File: src/logic/tcu_consts.svh
// Offsets, field positions and reset values of the trigger target block.
// Assumes inclusion by bare name from the design and its package users.
`ifndef TCU_CONSTS_SVH
`define TCU_CONSTS_SVH

// Register indices; byte address is four times the index
`define TCU_IDX_ACTIVE 10'h202
`define TCU_IDX_DONE 10'h204
`define TCU_IDX_EN 10'h206
`define TCU_IDX_SRST 10'h208
`define TCU_IDX_PPS 10'h20a
`define TCU_IDX_NSL 10'h220
`define TCU_IDX_NSH 10'h222
`define TCU_IDX_SL 10'h224
`define TCU_IDX_SH 10'h226
`define TCU_IDX_CFG1 10'h228
`define TCU_IDX_U12W 10'h38a

// Field positions
`define TCU_POS_RANGE 11
`define TCU_POS_COMP_HI 10
`define TCU_POS_COMP_LO 8
`define TCU_POS_CASC 15
`define TCU_POS_TAIL 14
`define TCU_UNITS 12

// Reset values
`define TCU_RST_16 16'h0000
`define TCU_RST_UNITS 12'h000

`endif

File: src/logic/tcu_pkg.sv
// Types shared by the trigger target block.
// Assumes tcu_consts.svh supplies the numeric constants.
package tcu_pkg;

	// Register selected by a bus address
	typedef enum {
		SEL_NONE, SEL_ACTIVE, SEL_DONE, SEL_EN, SEL_SRST, SEL_PPS,
		SEL_NSL, SEL_NSH, SEL_SL, SEL_SH, SEL_CFG1, SEL_U12W
	} tcu_sel_t;

	// Trigger unit 1 states
	typedef enum {
		U_IDLE, U_ARMED, U_REARM
	} tcu_state_t;

endpackage : tcu_pkg

File: src/logic/tcu_target_cfg.sv
// Trigger unit 1 target time, delay compensation and unit 12 width config.
// Assumes an APB master on core_clk and a local time counter on core_clk.
//
// Register access over APB was chosen for this implementation.
`timescale 1ns/1ps
`include "tcu_consts.svh"

////////////////////////////////////////////////////////////////////////////////

// Function
// - Bits 10:8 shift output; bit 11 picks range
// - Unit 12 width is 24 bits, split
// - Target nanoseconds 30 bits; top two read zero
// - Target seconds 32 bits over two halves
// - Config bit 15 joins cascade; default clear
// - Enable bit clears after trigger fires, unless looping
// - All cascade without tail loops forever
// - Soft reset returns unit to defaults
module tcu_target_cfg (
	// Clock and reset
	input wire logic core_clk,
	input wire logic rst,
	// APB slave
	input wire logic psel,
	input wire logic penable,
	input wire logic pwrite,
	input wire logic [11:0] paddr,
	input wire logic [31:0] pwdata,
	output logic [31:0] prdata,
	output logic pready,
	output logic pslverr,
	// Local time counter
	input wire logic [31:0] local_sec,
	input wire logic [29:0] local_ns,
	// Trigger side
	output logic trig_out,
	output logic trig_active,
	output logic [4:0] delay_comp_ns,
	output logic [23:0] pps_width_u12
);

	////////////////////////////////////////////////////////////////////////////
	// Address decode, shared by read and write paths
	function automatic tcu_pkg::tcu_sel_t tcu_decode(input logic [11:0] a);
		tcu_pkg::tcu_sel_t s;
		s = tcu_pkg::SEL_NONE;
		unique case (a)
			{`TCU_IDX_ACTIVE, 2'b00}: s = tcu_pkg::SEL_ACTIVE;
			{`TCU_IDX_DONE, 2'b00}: s = tcu_pkg::SEL_DONE;
			{`TCU_IDX_EN, 2'b00}: s = tcu_pkg::SEL_EN;
			{`TCU_IDX_SRST, 2'b00}: s = tcu_pkg::SEL_SRST;
			{`TCU_IDX_PPS, 2'b00}: s = tcu_pkg::SEL_PPS;
			{`TCU_IDX_NSL, 2'b00}: s = tcu_pkg::SEL_NSL;
			{`TCU_IDX_NSH, 2'b00}: s = tcu_pkg::SEL_NSH;
			{`TCU_IDX_SL, 2'b00}: s = tcu_pkg::SEL_SL;
			{`TCU_IDX_SH, 2'b00}: s = tcu_pkg::SEL_SH;
			{`TCU_IDX_CFG1, 2'b00}: s = tcu_pkg::SEL_CFG1;
			{`TCU_IDX_U12W, 2'b00}: s = tcu_pkg::SEL_U12W;
			default: s = tcu_pkg::SEL_NONE; // Unmapped word
		endcase
		return s;
	endfunction : tcu_decode

	////////////////////////////////////////////////////////////////////////////
	// State
	logic pready_q, pready_d; // Access phase answer
	logic pslverr_q, pslverr_d; // Unmapped flag
	logic [31:0] prdata_q, prdata_d; // Read data
	logic [2:0] comp_q, comp_d; // Path delay code
	logic range_q, range_d; // Fine range select
	logic [7:0] pps_hi_q, pps_hi_d; // Unit 12 width top byte
	logic [15:0] u12w_q, u12w_d; // Unit 12 width low half
	logic [29:0] tns_q, tns_d; // Target nanoseconds
	logic [31:0] tsec_q, tsec_d; // Target seconds
	logic casc_q, casc_d; // Cascade member
	logic tail_q, tail_d; // Chain tail
	logic [11:0] en_q, en_d; // Unit enables
	logic [11:0] srst_q, srst_d; // Self clearing resets
	logic [11:0] done_q, done_d; // Event done, write one to clear
	tcu_pkg::tcu_state_t st_q, st_d; // Unit 1 state
	logic trig_q, trig_d; // Output pulse
	logic act_q, act_d; // Active status
	logic [4:0] dly_q, dly_d; // Compensation in ns
	logic [23:0] ppsw_q, ppsw_d; // Combined width

	// Decode and bus qualifiers
	tcu_pkg::tcu_sel_t sel;
	logic wr; // Write takes effect this edge
	logic [4:0] comp_ns; // Compensation in ns
	logic [30:0] tgt_ns; // Effective target ns
	logic reached; // Local time at or past target
	logic loop; // Endless cascade
	logic fire; // Trigger this cycle

	assign sel = tcu_decode(paddr);
	assign wr = psel && penable && pready_q && pwrite;

	// Step 1 ns when range bit set, 4 ns when clear
	assign comp_ns = range_q ? {2'b00, comp_q} : {comp_q, 2'b00};
	// Compensation shifts the compare point; sub-cycle shifts land on a clock edge
	assign tgt_ns = {1'b0, tns_q} + {26'h0, comp_ns};
	assign reached = (local_sec > tsec_q)
		|| ((local_sec == tsec_q) && ({1'b0, local_ns} >= tgt_ns));
	// Only unit 1 lives here, so it alone is the whole chain
	assign loop = casc_q && !tail_q;
	assign fire = (st_q == tcu_pkg::U_ARMED) && en_q[0] && reached;

	////////////////////////////////////////////////////////////////////////////
	// APB answer: one access cycle, data sampled in setup
	always_comb begin
		pready_d = 1'b0;
		pslverr_d = 1'b0;
		prdata_d = prdata_q;
		if (psel && !penable) begin
			pready_d = 1'b1;
			pslverr_d = (sel == tcu_pkg::SEL_NONE);
			prdata_d = 32'h0000_0000;
			unique case (sel)
				tcu_pkg::SEL_ACTIVE: prdata_d = {31'h0, act_q};
				tcu_pkg::SEL_DONE: prdata_d = {20'h0, done_q};
				tcu_pkg::SEL_EN: prdata_d = {20'h0, en_q};
				tcu_pkg::SEL_SRST: prdata_d = {20'h0, srst_q};
				tcu_pkg::SEL_PPS: prdata_d = {20'h0, range_q, comp_q, pps_hi_q};
				tcu_pkg::SEL_NSL: prdata_d = {16'h0, tns_q[15:0]};
				tcu_pkg::SEL_NSH: prdata_d = {18'h0, tns_q[29:16]};
				tcu_pkg::SEL_SL: prdata_d = {16'h0, tsec_q[15:0]};
				tcu_pkg::SEL_SH: prdata_d = {16'h0, tsec_q[31:16]};
				tcu_pkg::SEL_CFG1: prdata_d = {16'h0, casc_q, tail_q, 14'h0};
				tcu_pkg::SEL_U12W: prdata_d = {16'h0, u12w_q};
				tcu_pkg::SEL_NONE: prdata_d = 32'h0000_0000;
			endcase
		end
	end

	// Register the bus answer
	always_ff @(posedge core_clk) begin
		if (rst) begin
			pready_q <= 1'b0;
			pslverr_q <= 1'b0;
			prdata_q <= 32'h0000_0000;
		end else begin
			pready_q <= pready_d;
			pslverr_q <= pslverr_d;
			prdata_q <= prdata_d;
		end
	end

	////////////////////////////////////////////////////////////////////////////
	// Configuration and unit 1 next state
	always_comb begin
		comp_d = comp_q;
		range_d = range_q;
		pps_hi_d = pps_hi_q;
		u12w_d = u12w_q;
		tns_d = tns_q;
		tsec_d = tsec_q;
		casc_d = casc_q;
		tail_d = tail_q;
		en_d = en_q;
		srst_d = `TCU_RST_UNITS; // Reset bits last one cycle
		done_d = done_q;
		st_d = st_q;
		trig_d = 1'b0;
		// Unit 1 sequencer
		unique case (st_q)
			tcu_pkg::U_IDLE: begin
				if (en_q[0]) begin
					st_d = tcu_pkg::U_ARMED;
				end
			end
			tcu_pkg::U_ARMED: begin
				if (!en_q[0]) begin
					st_d = tcu_pkg::U_IDLE;
				end else if (fire) begin
					trig_d = 1'b1;
					if (loop) begin
						st_d = tcu_pkg::U_REARM;
					end else begin
						en_d[0] = 1'b0;
						st_d = tcu_pkg::U_IDLE;
					end
				end
			end
			tcu_pkg::U_REARM: begin
				// Wait until time falls below target so the loop fires once a pass
				if (!en_q[0]) begin
					st_d = tcu_pkg::U_IDLE;
				end else if (!reached) begin
					st_d = tcu_pkg::U_ARMED;
				end
			end
		endcase
		// Bus writes; a write to the enable word beats the self clear
		if (wr) begin
			unique case (sel)
				tcu_pkg::SEL_DONE: done_d = done_q & ~pwdata[11:0];
				tcu_pkg::SEL_EN: en_d = pwdata[11:0];
				tcu_pkg::SEL_SRST: srst_d = pwdata[11:0];
				tcu_pkg::SEL_PPS: begin
					range_d = pwdata[`TCU_POS_RANGE];
					comp_d = pwdata[`TCU_POS_COMP_HI:`TCU_POS_COMP_LO];
					pps_hi_d = pwdata[7:0];
				end
				tcu_pkg::SEL_NSL: tns_d[15:0] = pwdata[15:0];
				tcu_pkg::SEL_NSH: tns_d[29:16] = pwdata[13:0];
				tcu_pkg::SEL_SL: tsec_d[15:0] = pwdata[15:0];
				tcu_pkg::SEL_SH: tsec_d[31:16] = pwdata[15:0];
				tcu_pkg::SEL_CFG1: begin
					casc_d = pwdata[`TCU_POS_CASC];
					tail_d = pwdata[`TCU_POS_TAIL];
				end
				tcu_pkg::SEL_U12W: u12w_d = pwdata[15:0];
				default: begin
					// Read only or unmapped: nothing stored
				end
			endcase
		end
		// Event done sets after the clear, so a same cycle event survives
		if (fire) begin
			done_d[0] = 1'b1;
		end
		// Soft reset of unit 1 overrides its sequencer and any same cycle write to its registers, stopping any loop
		if (srst_q[0]) begin
			tns_d = 30'h0;
			tsec_d = {`TCU_RST_16, `TCU_RST_16};
			casc_d = 1'b0;
			tail_d = 1'b0;
			en_d[0] = 1'b0;
			done_d[0] = 1'b0;
			st_d = tcu_pkg::U_IDLE;
			trig_d = 1'b0;
		end
		act_d = (st_d != tcu_pkg::U_IDLE);
		dly_d = comp_ns;
		ppsw_d = {pps_hi_q, u12w_q};
	end

	// Register configuration and unit state
	always_ff @(posedge core_clk) begin
		if (rst) begin
			comp_q <= 3'h0;
			range_q <= 1'b0;
			pps_hi_q <= 8'h00;
			u12w_q <= `TCU_RST_16;
			tns_q <= 30'h0;
			tsec_q <= 32'h0000_0000;
			casc_q <= 1'b0;
			tail_q <= 1'b0;
			en_q <= `TCU_RST_UNITS;
			srst_q <= `TCU_RST_UNITS;
			done_q <= `TCU_RST_UNITS;
			st_q <= tcu_pkg::U_IDLE;
			trig_q <= 1'b0;
			act_q <= 1'b0;
			dly_q <= 5'h00;
			ppsw_q <= 24'h00_0000;
		end else begin
			comp_q <= comp_d;
			range_q <= range_d;
			pps_hi_q <= pps_hi_d;
			u12w_q <= u12w_d;
			tns_q <= tns_d;
			tsec_q <= tsec_d;
			casc_q <= casc_d;
			tail_q <= tail_d;
			en_q <= en_d;
			srst_q <= srst_d;
			done_q <= done_d;
			st_q <= st_d;
			trig_q <= trig_d;
			act_q <= act_d;
			dly_q <= dly_d;
			ppsw_q <= ppsw_d;
		end
	end

	// Outputs straight from flops
	assign prdata = prdata_q;
	assign pready = pready_q;
	assign pslverr = pslverr_q;
	assign trig_out = trig_q;
	assign trig_active = act_q;
	assign delay_comp_ns = dly_q;
	assign pps_width_u12 = ppsw_q;

	////////////////////////////////////////////////////////////////////////////
	// Checks
	property p_delay;
		@(posedge core_clk) disable iff (rst)
		(wr && sel == tcu_pkg::SEL_PPS) |-> ##2 (delay_comp_ns == ($past(pwdata[11], 2)
			? {2'b00, $past(pwdata[10:8], 2)} : {$past(pwdata[10:8], 2), 2'b00}));
	endproperty
	a_delay: assert property (p_delay) else $error("delay compensation wrong");

	property p_ppsw;
		@(posedge core_clk) disable iff (rst)
		(wr && sel == tcu_pkg::SEL_U12W) |-> ##2 (pps_width_u12[15:0] == $past(pwdata[15:0], 2));
	endproperty
	a_ppsw: assert property (p_ppsw) else $error("unit 12 width wrong");

	property p_nsh_read;
		@(posedge core_clk) disable iff (rst)
		(psel && !penable && sel == tcu_pkg::SEL_NSH) |=> (prdata[31:14] == 18'h0)
			&& (prdata[13:0] == $past(tns_q[29:16]));
	endproperty
	a_nsh_read: assert property (p_nsh_read) else $error("ns high read wrong");

	property p_sech;
		@(posedge core_clk) disable iff (rst)
		(wr && sel == tcu_pkg::SEL_SH && !srst_q[0]) |=> (tsec_q[31:16] == $past(pwdata[15:0]));
	endproperty
	a_sech: assert property (p_sech) else $error("seconds high not stored");

	property p_casc;
		@(posedge core_clk) disable iff (rst)
		$rose(casc_q) |-> $past(wr && sel == tcu_pkg::SEL_CFG1 && pwdata[15]);
	endproperty
	a_casc: assert property (p_casc) else $error("cascade set without write");

	property p_fire;
		@(posedge core_clk) disable iff (rst)
		(fire && !srst_q[0]) |=> trig_out ##1 !trig_out;
	endproperty
	a_fire: assert property (p_fire) else $error("trigger pulse missing");

	property p_selfclr;
		@(posedge core_clk) disable iff (rst)
		(fire && !loop && !(wr && sel == tcu_pkg::SEL_EN)) |=> !en_q[0];
	endproperty
	a_selfclr: assert property (p_selfclr) else $error("enable not cleared");

	property p_loop;
		@(posedge core_clk) disable iff (rst)
		(fire && loop && !srst_q[0] && !wr) |=> en_q[0] && (st_q == tcu_pkg::U_REARM);
	endproperty
	a_loop: assert property (p_loop) else $error("loop did not rearm");

	property p_srst;
		@(posedge core_clk) disable iff (rst)
		srst_q[0] |=> (st_q == tcu_pkg::U_IDLE) && !en_q[0] && !casc_q && (tsec_q == 32'h0);
	endproperty
	a_srst: assert property (p_srst) else $error("soft reset incomplete");

	c_fire: cover property (@(posedge core_clk) disable iff (rst) fire && !loop);
	c_loop: cover property (@(posedge core_clk) disable iff (rst) fire && loop);
	c_srst: cover property (@(posedge core_clk) disable iff (rst) srst_q[0] && casc_q);
	c_err: cover property (@(posedge core_clk) disable iff (rst) pready && pslverr);

endmodule : tcu_target_cfg

File: config.mk
export PLATFORM = sky130hd
export DESIGN_NAME = tcu_target_cfg
export DESIGN_NICKNAME = d
export VERILOG_FILES = /design/src/logic/tcu_pkg.sv /design/src/logic/tcu_target_cfg.sv
export VERILOG_INCLUDE_DIRS = /design/src /design/src/logic
export SDC_FILE = /design/constraint.sdc
export NUM_CORES = 1
export LEC_CHECK = 0
export BUFFER_PORTS_ARGS = -buffer_cell sky130_fd_sc_hd__buf_2
export CORE_UTILIZATION = 50
export CTS_BUF_LIST = sky130_fd_sc_hd__clkbuf_4 sky130_fd_sc_hd__clkbuf_8 sky130_fd_sc_hd__clkbuf_16
export DETAILED_ROUTE_END_ITERATION = 10
export GPL_ROUTABILITY_DRIVEN = 0
export PLACE_DENSITY = 0.72
export SLEW_MARGIN = 10
export SYNTH_ARGS = -nofsm -noshare
export SYNTH_HDL_FRONTEND = slang
export SYNTH_SLANG_ARGS = --single-unit
export TNS_END_PERCENT = 20
File: constraint.sdc
create_clock -name core_clk -period 6 [get_ports core_clk]
set_clock_uncertainty 0.15 [all_clocks]
set_input_delay 1.2 -clock core_clk [delete_from_list [all_inputs] [get_ports core_clk]]
set_output_delay 1.2 -clock core_clk [all_outputs]
set_load 0.01 [all_outputs]
# Word level (Yosys, flattened, before mapping)
# Index checks and enable logic that the tools add are counted.
word_totals:
  ff_bits: 225
  input_bits: 111
  out_inout_bits: 65
  elab_cells: 112
classes:
  addsub: 1
  n_lt_le_gt_ge: 2
  eq_ne: 26
  muxes: 22
  bitwise_logic: 7
  n_reduce_logical: 31
op_table:
  columns: ["operator", "count"]
  rows:
  - ["one-hot mux 32 bit (12 select lines)", 1]
  - ["two-way mux 32 bit", 6]
  - ["== test 12 bit (second input constant)", 11]
  - ["== test 32 x 2 -> 1 bit (second input constant)", 4]
  - ["== test 32 x 3 -> 1 bit (second input constant)", 4]
  - ["== test 32 x 4 -> 1 bit (second input constant)", 4]
  - ["zero test 32 bit", 3]
  - ["one-hot mux 32 bit (3 select lines)", 1]
  - ["== test 32 x 1 -> 1 bit (second input constant)", 2]
  - ["one-hot mux 4 bit (11 select lines)", 1]
  - ["== test 32 bit", 1]
  - ["> comparator 32 bit", 1]
  - ["nonzero test 32 bit", 1]
  - ["adder 30 x 5 -> 31 bit", 1]
  - ["greater-or-equal comparator 30 x 31 -> 1 bit", 1]
  - ["AND reduction 2 bit", 10]
  - ["bitwise AND 12 bit", 1]
  - ["inverter 12 bit", 1]
  - ["two-way mux 1 bit", 11]
  - ["logical AND 1 bit", 8]
  - ["two-way mux 5 bit", 1]
  - ["inverter 1 bit", 5]
  - ["nonzero test 2 bit", 2]
  - ["OR reduction 2 bit", 2]
  - ["5 further kinds", 6]

# Longest topological paths before layout
depth:
  word_depth: 11
  depth_mapped: 19
  mapped_depth_nobuf: 18

# Least setup slack after synthesis
# Ideal clock, no wire load.
synth_timing:
  path_kind: "register -> register"
  start: "register range_q"
  end: "register st_q[1]"
  t_arrival_ns: 4.248
  t_required_ns: 5.776
  setup_slack_ns: 1.527
  path_stages_with_launch: 18
  path_cell_list: "dfxtp_1 > clkbuf_1 > mux2_2 > ha_1 > a21oi_1 > o21bai_1 > a21oi_1 > nor3b_1 > nand3_1 > xor2_1 > ha_1 > nand4_1 > nor3_1 > o31ai_1 > a21oi_1 > o32ai_1 > or4_1 > o21ai_0"
synth_between:
  elab_chain_cells: 10
synth_rtl:
  columns: ["element", "line_no", "rtl"]
  rows:
  - ["start: declaration", "tcu_target_cfg.sv:70", "logic range_q, range_d;"]
  - ["start signal: assignment", "tcu_target_cfg.sv:259", "range_q <= range_d;"]
  - ["two-way mux 5 bit (*)", "tcu_target_cfg.sv:99", "assign comp_ns = range_q ? {2'b00, comp_q} : {comp_q, 2'b00};"]
  - ["named net comp_ns[2]", "tcu_target_cfg.sv:89", "logic [4:0] comp_ns;"]
  - ["adder 30 x 5 -> 31 bit (*)", "tcu_target_cfg.sv:101", "assign tgt_ns = {1'b0, tns_q} + {26'h0, comp_ns};"]
  - ["greater-or-equal comparator 30 x 31 -> 1 bit (*)", "tcu_target_cfg.sv:103", "|| ((local_sec == tsec_q) && ({1'b0, local_ns} >= tgt_ns));"]
  - ["logical AND 1 bit (*)", "tcu_target_cfg.sv:103", null]
  - ["logical OR 1 bit (*)", "tcu_target_cfg.sv:103", null]
  - ["logical AND 1 bit", "tcu_target_cfg.sv:106", "assign fire = (st_q == tcu_pkg::U_ARMED) && en_q[0] && reached;"]
  - ["two-way mux 32 bit", "tcu_target_cfg.sv:174", "end else if (fire) begin"]
  - ["two-way mux 32 bit", "tcu_target_cfg.sv:172", "if (!en_q[0]) begin"]
  - ["one-hot mux 32 bit (3 select lines) (*)", "tcu_target_cfg.sv:165", "unique case (st_q)"]
  - ["two-way mux 32 bit (*)", "tcu_target_cfg.sv:223", "if (srst_q[0]) begin"]
  - ["end signal: assignment", "tcu_target_cfg.sv:252", "st_q <= tcu_pkg::U_IDLE;"]
  - ["end signal: assignment", "tcu_target_cfg.sv:269", "st_q <= st_d;"]
  - ["end: declaration", "tcu_target_cfg.sv:80", "tcu_pkg::tcu_state_t st_q, st_d;"]
# The timed path passes the listed nets; every way through them passes the cells marked *.
# A chain may end at the register's enable or synchronous reset.

# Worst setup path after layout
# Same ends and word-level chain as after synthesis.

==> impl_metrics.ini <==
[run_status]
status = finished clean

[grt]
grt.overflow.total = 0
grt_max_degree = 42
grt_pass1_vias = 8506
grt_pass1_wl_um = 46140
grt_util_met1_pct = 37.77
met2_usage_pct = 43.33
grt_use_total_pct = 27.09
grt.met3_usage_pct = 4.594
antenna_found_initial = 0
gr-max-usage-layer = met2

[placed_design]
dp_hpwl_um = 21840
dp_cells = 1587
placed_area_um2 = 11170
io_buffers = 143

[floorplanning]
coreArea_um2 = 20300
io_pins = 176
rows = 52
dieArea_um2 = 21340
die-width_um = 146.1
die_y_um = 146.1
start_util_pct = 51.12

[synth]
synth_seq_cells = 209
yosys_most_used_dff = dfxtp_1
synth_area_um2 = 10380
synth_common_cells = 236 x nand2_1, 209 x dfxtp_1, 136 x a21oi_1
synthArstFlopShare_pct = 0
avgSynthCellArea_um2 = 8.416
synth_edf_count = 0
ys_seq_area_share_pct = 40.32
syn_inst = 1233
synth_top_area_share_pct = 40.32
yosysMostFrequentCell = nand2_1
synth.distinct_cells = 69
ys_warn_count = 0
synth.area.top_cells = dfxtp_1 40%, nand2_1 8.5%, ha_1 8.1%
yosysTopAreaCell = dfxtp_1

[route]
via_count = 9348
drc = 0
firstDrtPassIters = 9
dr.first_iter.drc_count = 939
wl_um = 29460
ant_nets = 0
wl_per_cell_um = 18.11
viasPerCell = 5.746

[sta]
maxSlewViolCount = 0
finalSetupViolCount = 0
slew_headroom_pct = 22.60
worstMarginPinSlew_ns = 1.152
fmax_mhz = 206.3
fin_crit_sh_pct = 80.78
rsz0062_at_grt = false
setup_tns_ns = 0
hold_viol_final = 0
period_minus_slack_ns = 4.847

[final_layout]
antenna_cells = 0
final_core_utilization_pct = 59.14
final_area_um2 = 12010
num-nets-final = 1520
instances_no_fill = 1627
n_fill_cell = 1830
drive_gt1_share_pct = 15.92
area_growth_pct = 15.69

[hold_path]
whs_endpoint = done_q[4]
hold_path_class = reg -> reg
worstHoldStart = done_q[4]
hold-path-cell-count = 2

[job]
maxCapViolations = 0

[critical_path]
worstSetupPathType = reg -> reg
reg2regPathDepth = 17
crit_arrival_ns = 5.11
r2r-end = st_q[1]
critical_path_required_ns = 6.27
r2r-start = range_q
start_kind = flop
critPathMaxFanout = 9
worst-r2r-setup-slack_ns = 1.15
crit_path_end_kind = flop

[cts]
clk_latency_ns = 0.50
path_clk_slew_ns = 0.06
cts-htree-levels = 1
cts_setup_buffers = 0
hold_buffers = 0
cts-resized-gates = 0
cts_made_buffers = 22
cts_buffer_depth = 3
cts_root_buf = clkbuf_16
cts_sinks = 209
cts_tree = done

[pwr]
power_uw = 3086
powerDensity_nw_per_um2 = 257.0
p_leak_uw = 0.004607
peakVddDrop_mv = 0.1828
## cell type report
| cell class | count | area [um2] | share of cell area (%) |
|---|---|---|---|
| Sequential cell | 209 | 4184 | 34.85 |
| Tap cell | 270 | 337.8 | 2.814 |
| Clock buffer | 30 | 653.1 | 5.440 |
| Timing Repair Buffer | 154 | 798.3 | 6.649 |
| Clock inverter | 10 | 177.7 | 1.480 |
| Inverter | 46 | 172.7 | 1.438 |
| Multi-Input combinational cell | 908 | 5682 | 47.33 |
## placed cells by master, fill, tap and decap left out, types with 4 or more instances in the layout
cell type / synthesis / final
nor2_1: 38 / 38
a222oi_1: 12 / 12
nand2_1: 236 / 236
nand2b_1: 17 / 17
nor4_4: 2 / 4
bufinv_16: 0 / 5
nor2b_1: 34 / 34
inv_1: 46 / 46
conb_1: 1 / 16
xnor2_1: 12 / 12
clkbuf_8: 0 / 4
nor3b_1: 7 / 7
xor2_1: 19 / 19
or2_1: 6 / 6
a22oi_1: 17 / 17
o21ai_1: 4 / 4
a221oi_1: 5 / 5
ha_1: 67 / 67
o21ai_0: 18 / 18
mux2_1: 4 / 4
a21oi_1: 136 / 136
a211oi_1: 8 / 8
o22a_1: 19 / 19
and3_1: 13 / 13
nand3_1: 23 / 23
dfxtp_1: 209 / 209
mux2i_1: 9 / 9
nand4_1: 24 / 24
and4_1: 9 / 9
nor4_1: 12 / 12
clkbuf_16: 0 / 23
nor3_1: 19 / 19
buf_2: 9 / 143
and2_1: 45 / 45
clkinv_2: 0 / 4
a21o_1: 6 / 6
mux2_2: 7 / 7
a311oi_1: 4 / 4
buf_4: 18 / 11
## through the flow
stage / hold WS, ns / setup slack (ns)
finish: 0.2971 / 1.153
global route: 0.3225 / 0.7858
CTS: 0.3009 / 1.160
detailed placement: 0.2878 / 1.173
global placement: 0.2844 / 1.201
floorplan: 0.2705 / 1.527
## layer usage
| layer | up-vias | part of all wire [%] |
|---|---|---|
| li1 | 4512 | - |
| met1 | 4348 | 44 |
| met2 | 441 | 45 |
| met3 | 47 | 9.6 |
| met4 | 0 | 1.9 |
| met5 | - | 0 |
## worst max path at each step
stage	start	endpoint	cells after the start
after floorplan	range_q	st_q[1]	17
after global placement	paddr[1]	tsec_q[27]	8
after detailed placement	paddr[1]	tsec_q[16]	8
after CTS	range_q	st_q[1]	17
after global routing	range_q	st_q[1]	17
final	range_q	st_q[1]	17
## kinds of logic (layout without fill, tap and decap cells)
logic type / after synthesis / in the layout / synth area share (%)
DFF: 209 / 209 / 40.32
AOI/OAI and AO/OA: 263 / 263 / 16.25
and+or+nand+nor: 510 / 510 / 24.80
muxes: 20 / 20 / 2.062
other: 1 / 16 / 0.03614
buffers and inverters: 131 / 240 / 5.643
xor gates and xnor gates: 31 / 31 / 2.616
adders and majority gates: 68 / 68 / 8.271
## where the power goes
| group | total, uW | switching, uW | leakage (uW) | internal [uW] |
|---|---|---|---|---|
| clock network | 1530 | 555 | 0.000412 | 977 |
| logic | 163 | 103 | 0.00251 | 60.0 |
| registers | 1390 | 1.41 | 0.00168 | 1390 |
| total | 3090 | 659 | 0.00461 | 2430 |
## worst max-delay path: stages, from the launching register on
cell and delay, ns:
dfxtp_1 0.46, and2_1 0.18, ha_1 0.17, inv_1 0.06
fa_1 0.39, nor2b_1 0.17, o2111ai_1 0.16, a21oi_1 0.50
nand2_1 0.13, xor2_1 0.16, ha_1 0.33, nand4_1 0.15
nor3_1 0.44, o31ai_1 0.23, a21oi_1 0.20, o32ai_1 0.16
or4_1 0.56, o21ai_0 0.16
## flip-flops by register name, summed over array words and instances (netlist names), 3 cells and up
register,flops
pps_hi_q,8
pps_width_u12,24
u12w_q,16
en_q,12
st_q,32
done_q,12
srst_q,12
tns_q,30
comp_q,3
prdata,16
tsec_q,32
delay_comp_ns,5
Power figures use the tool's default switching activity.
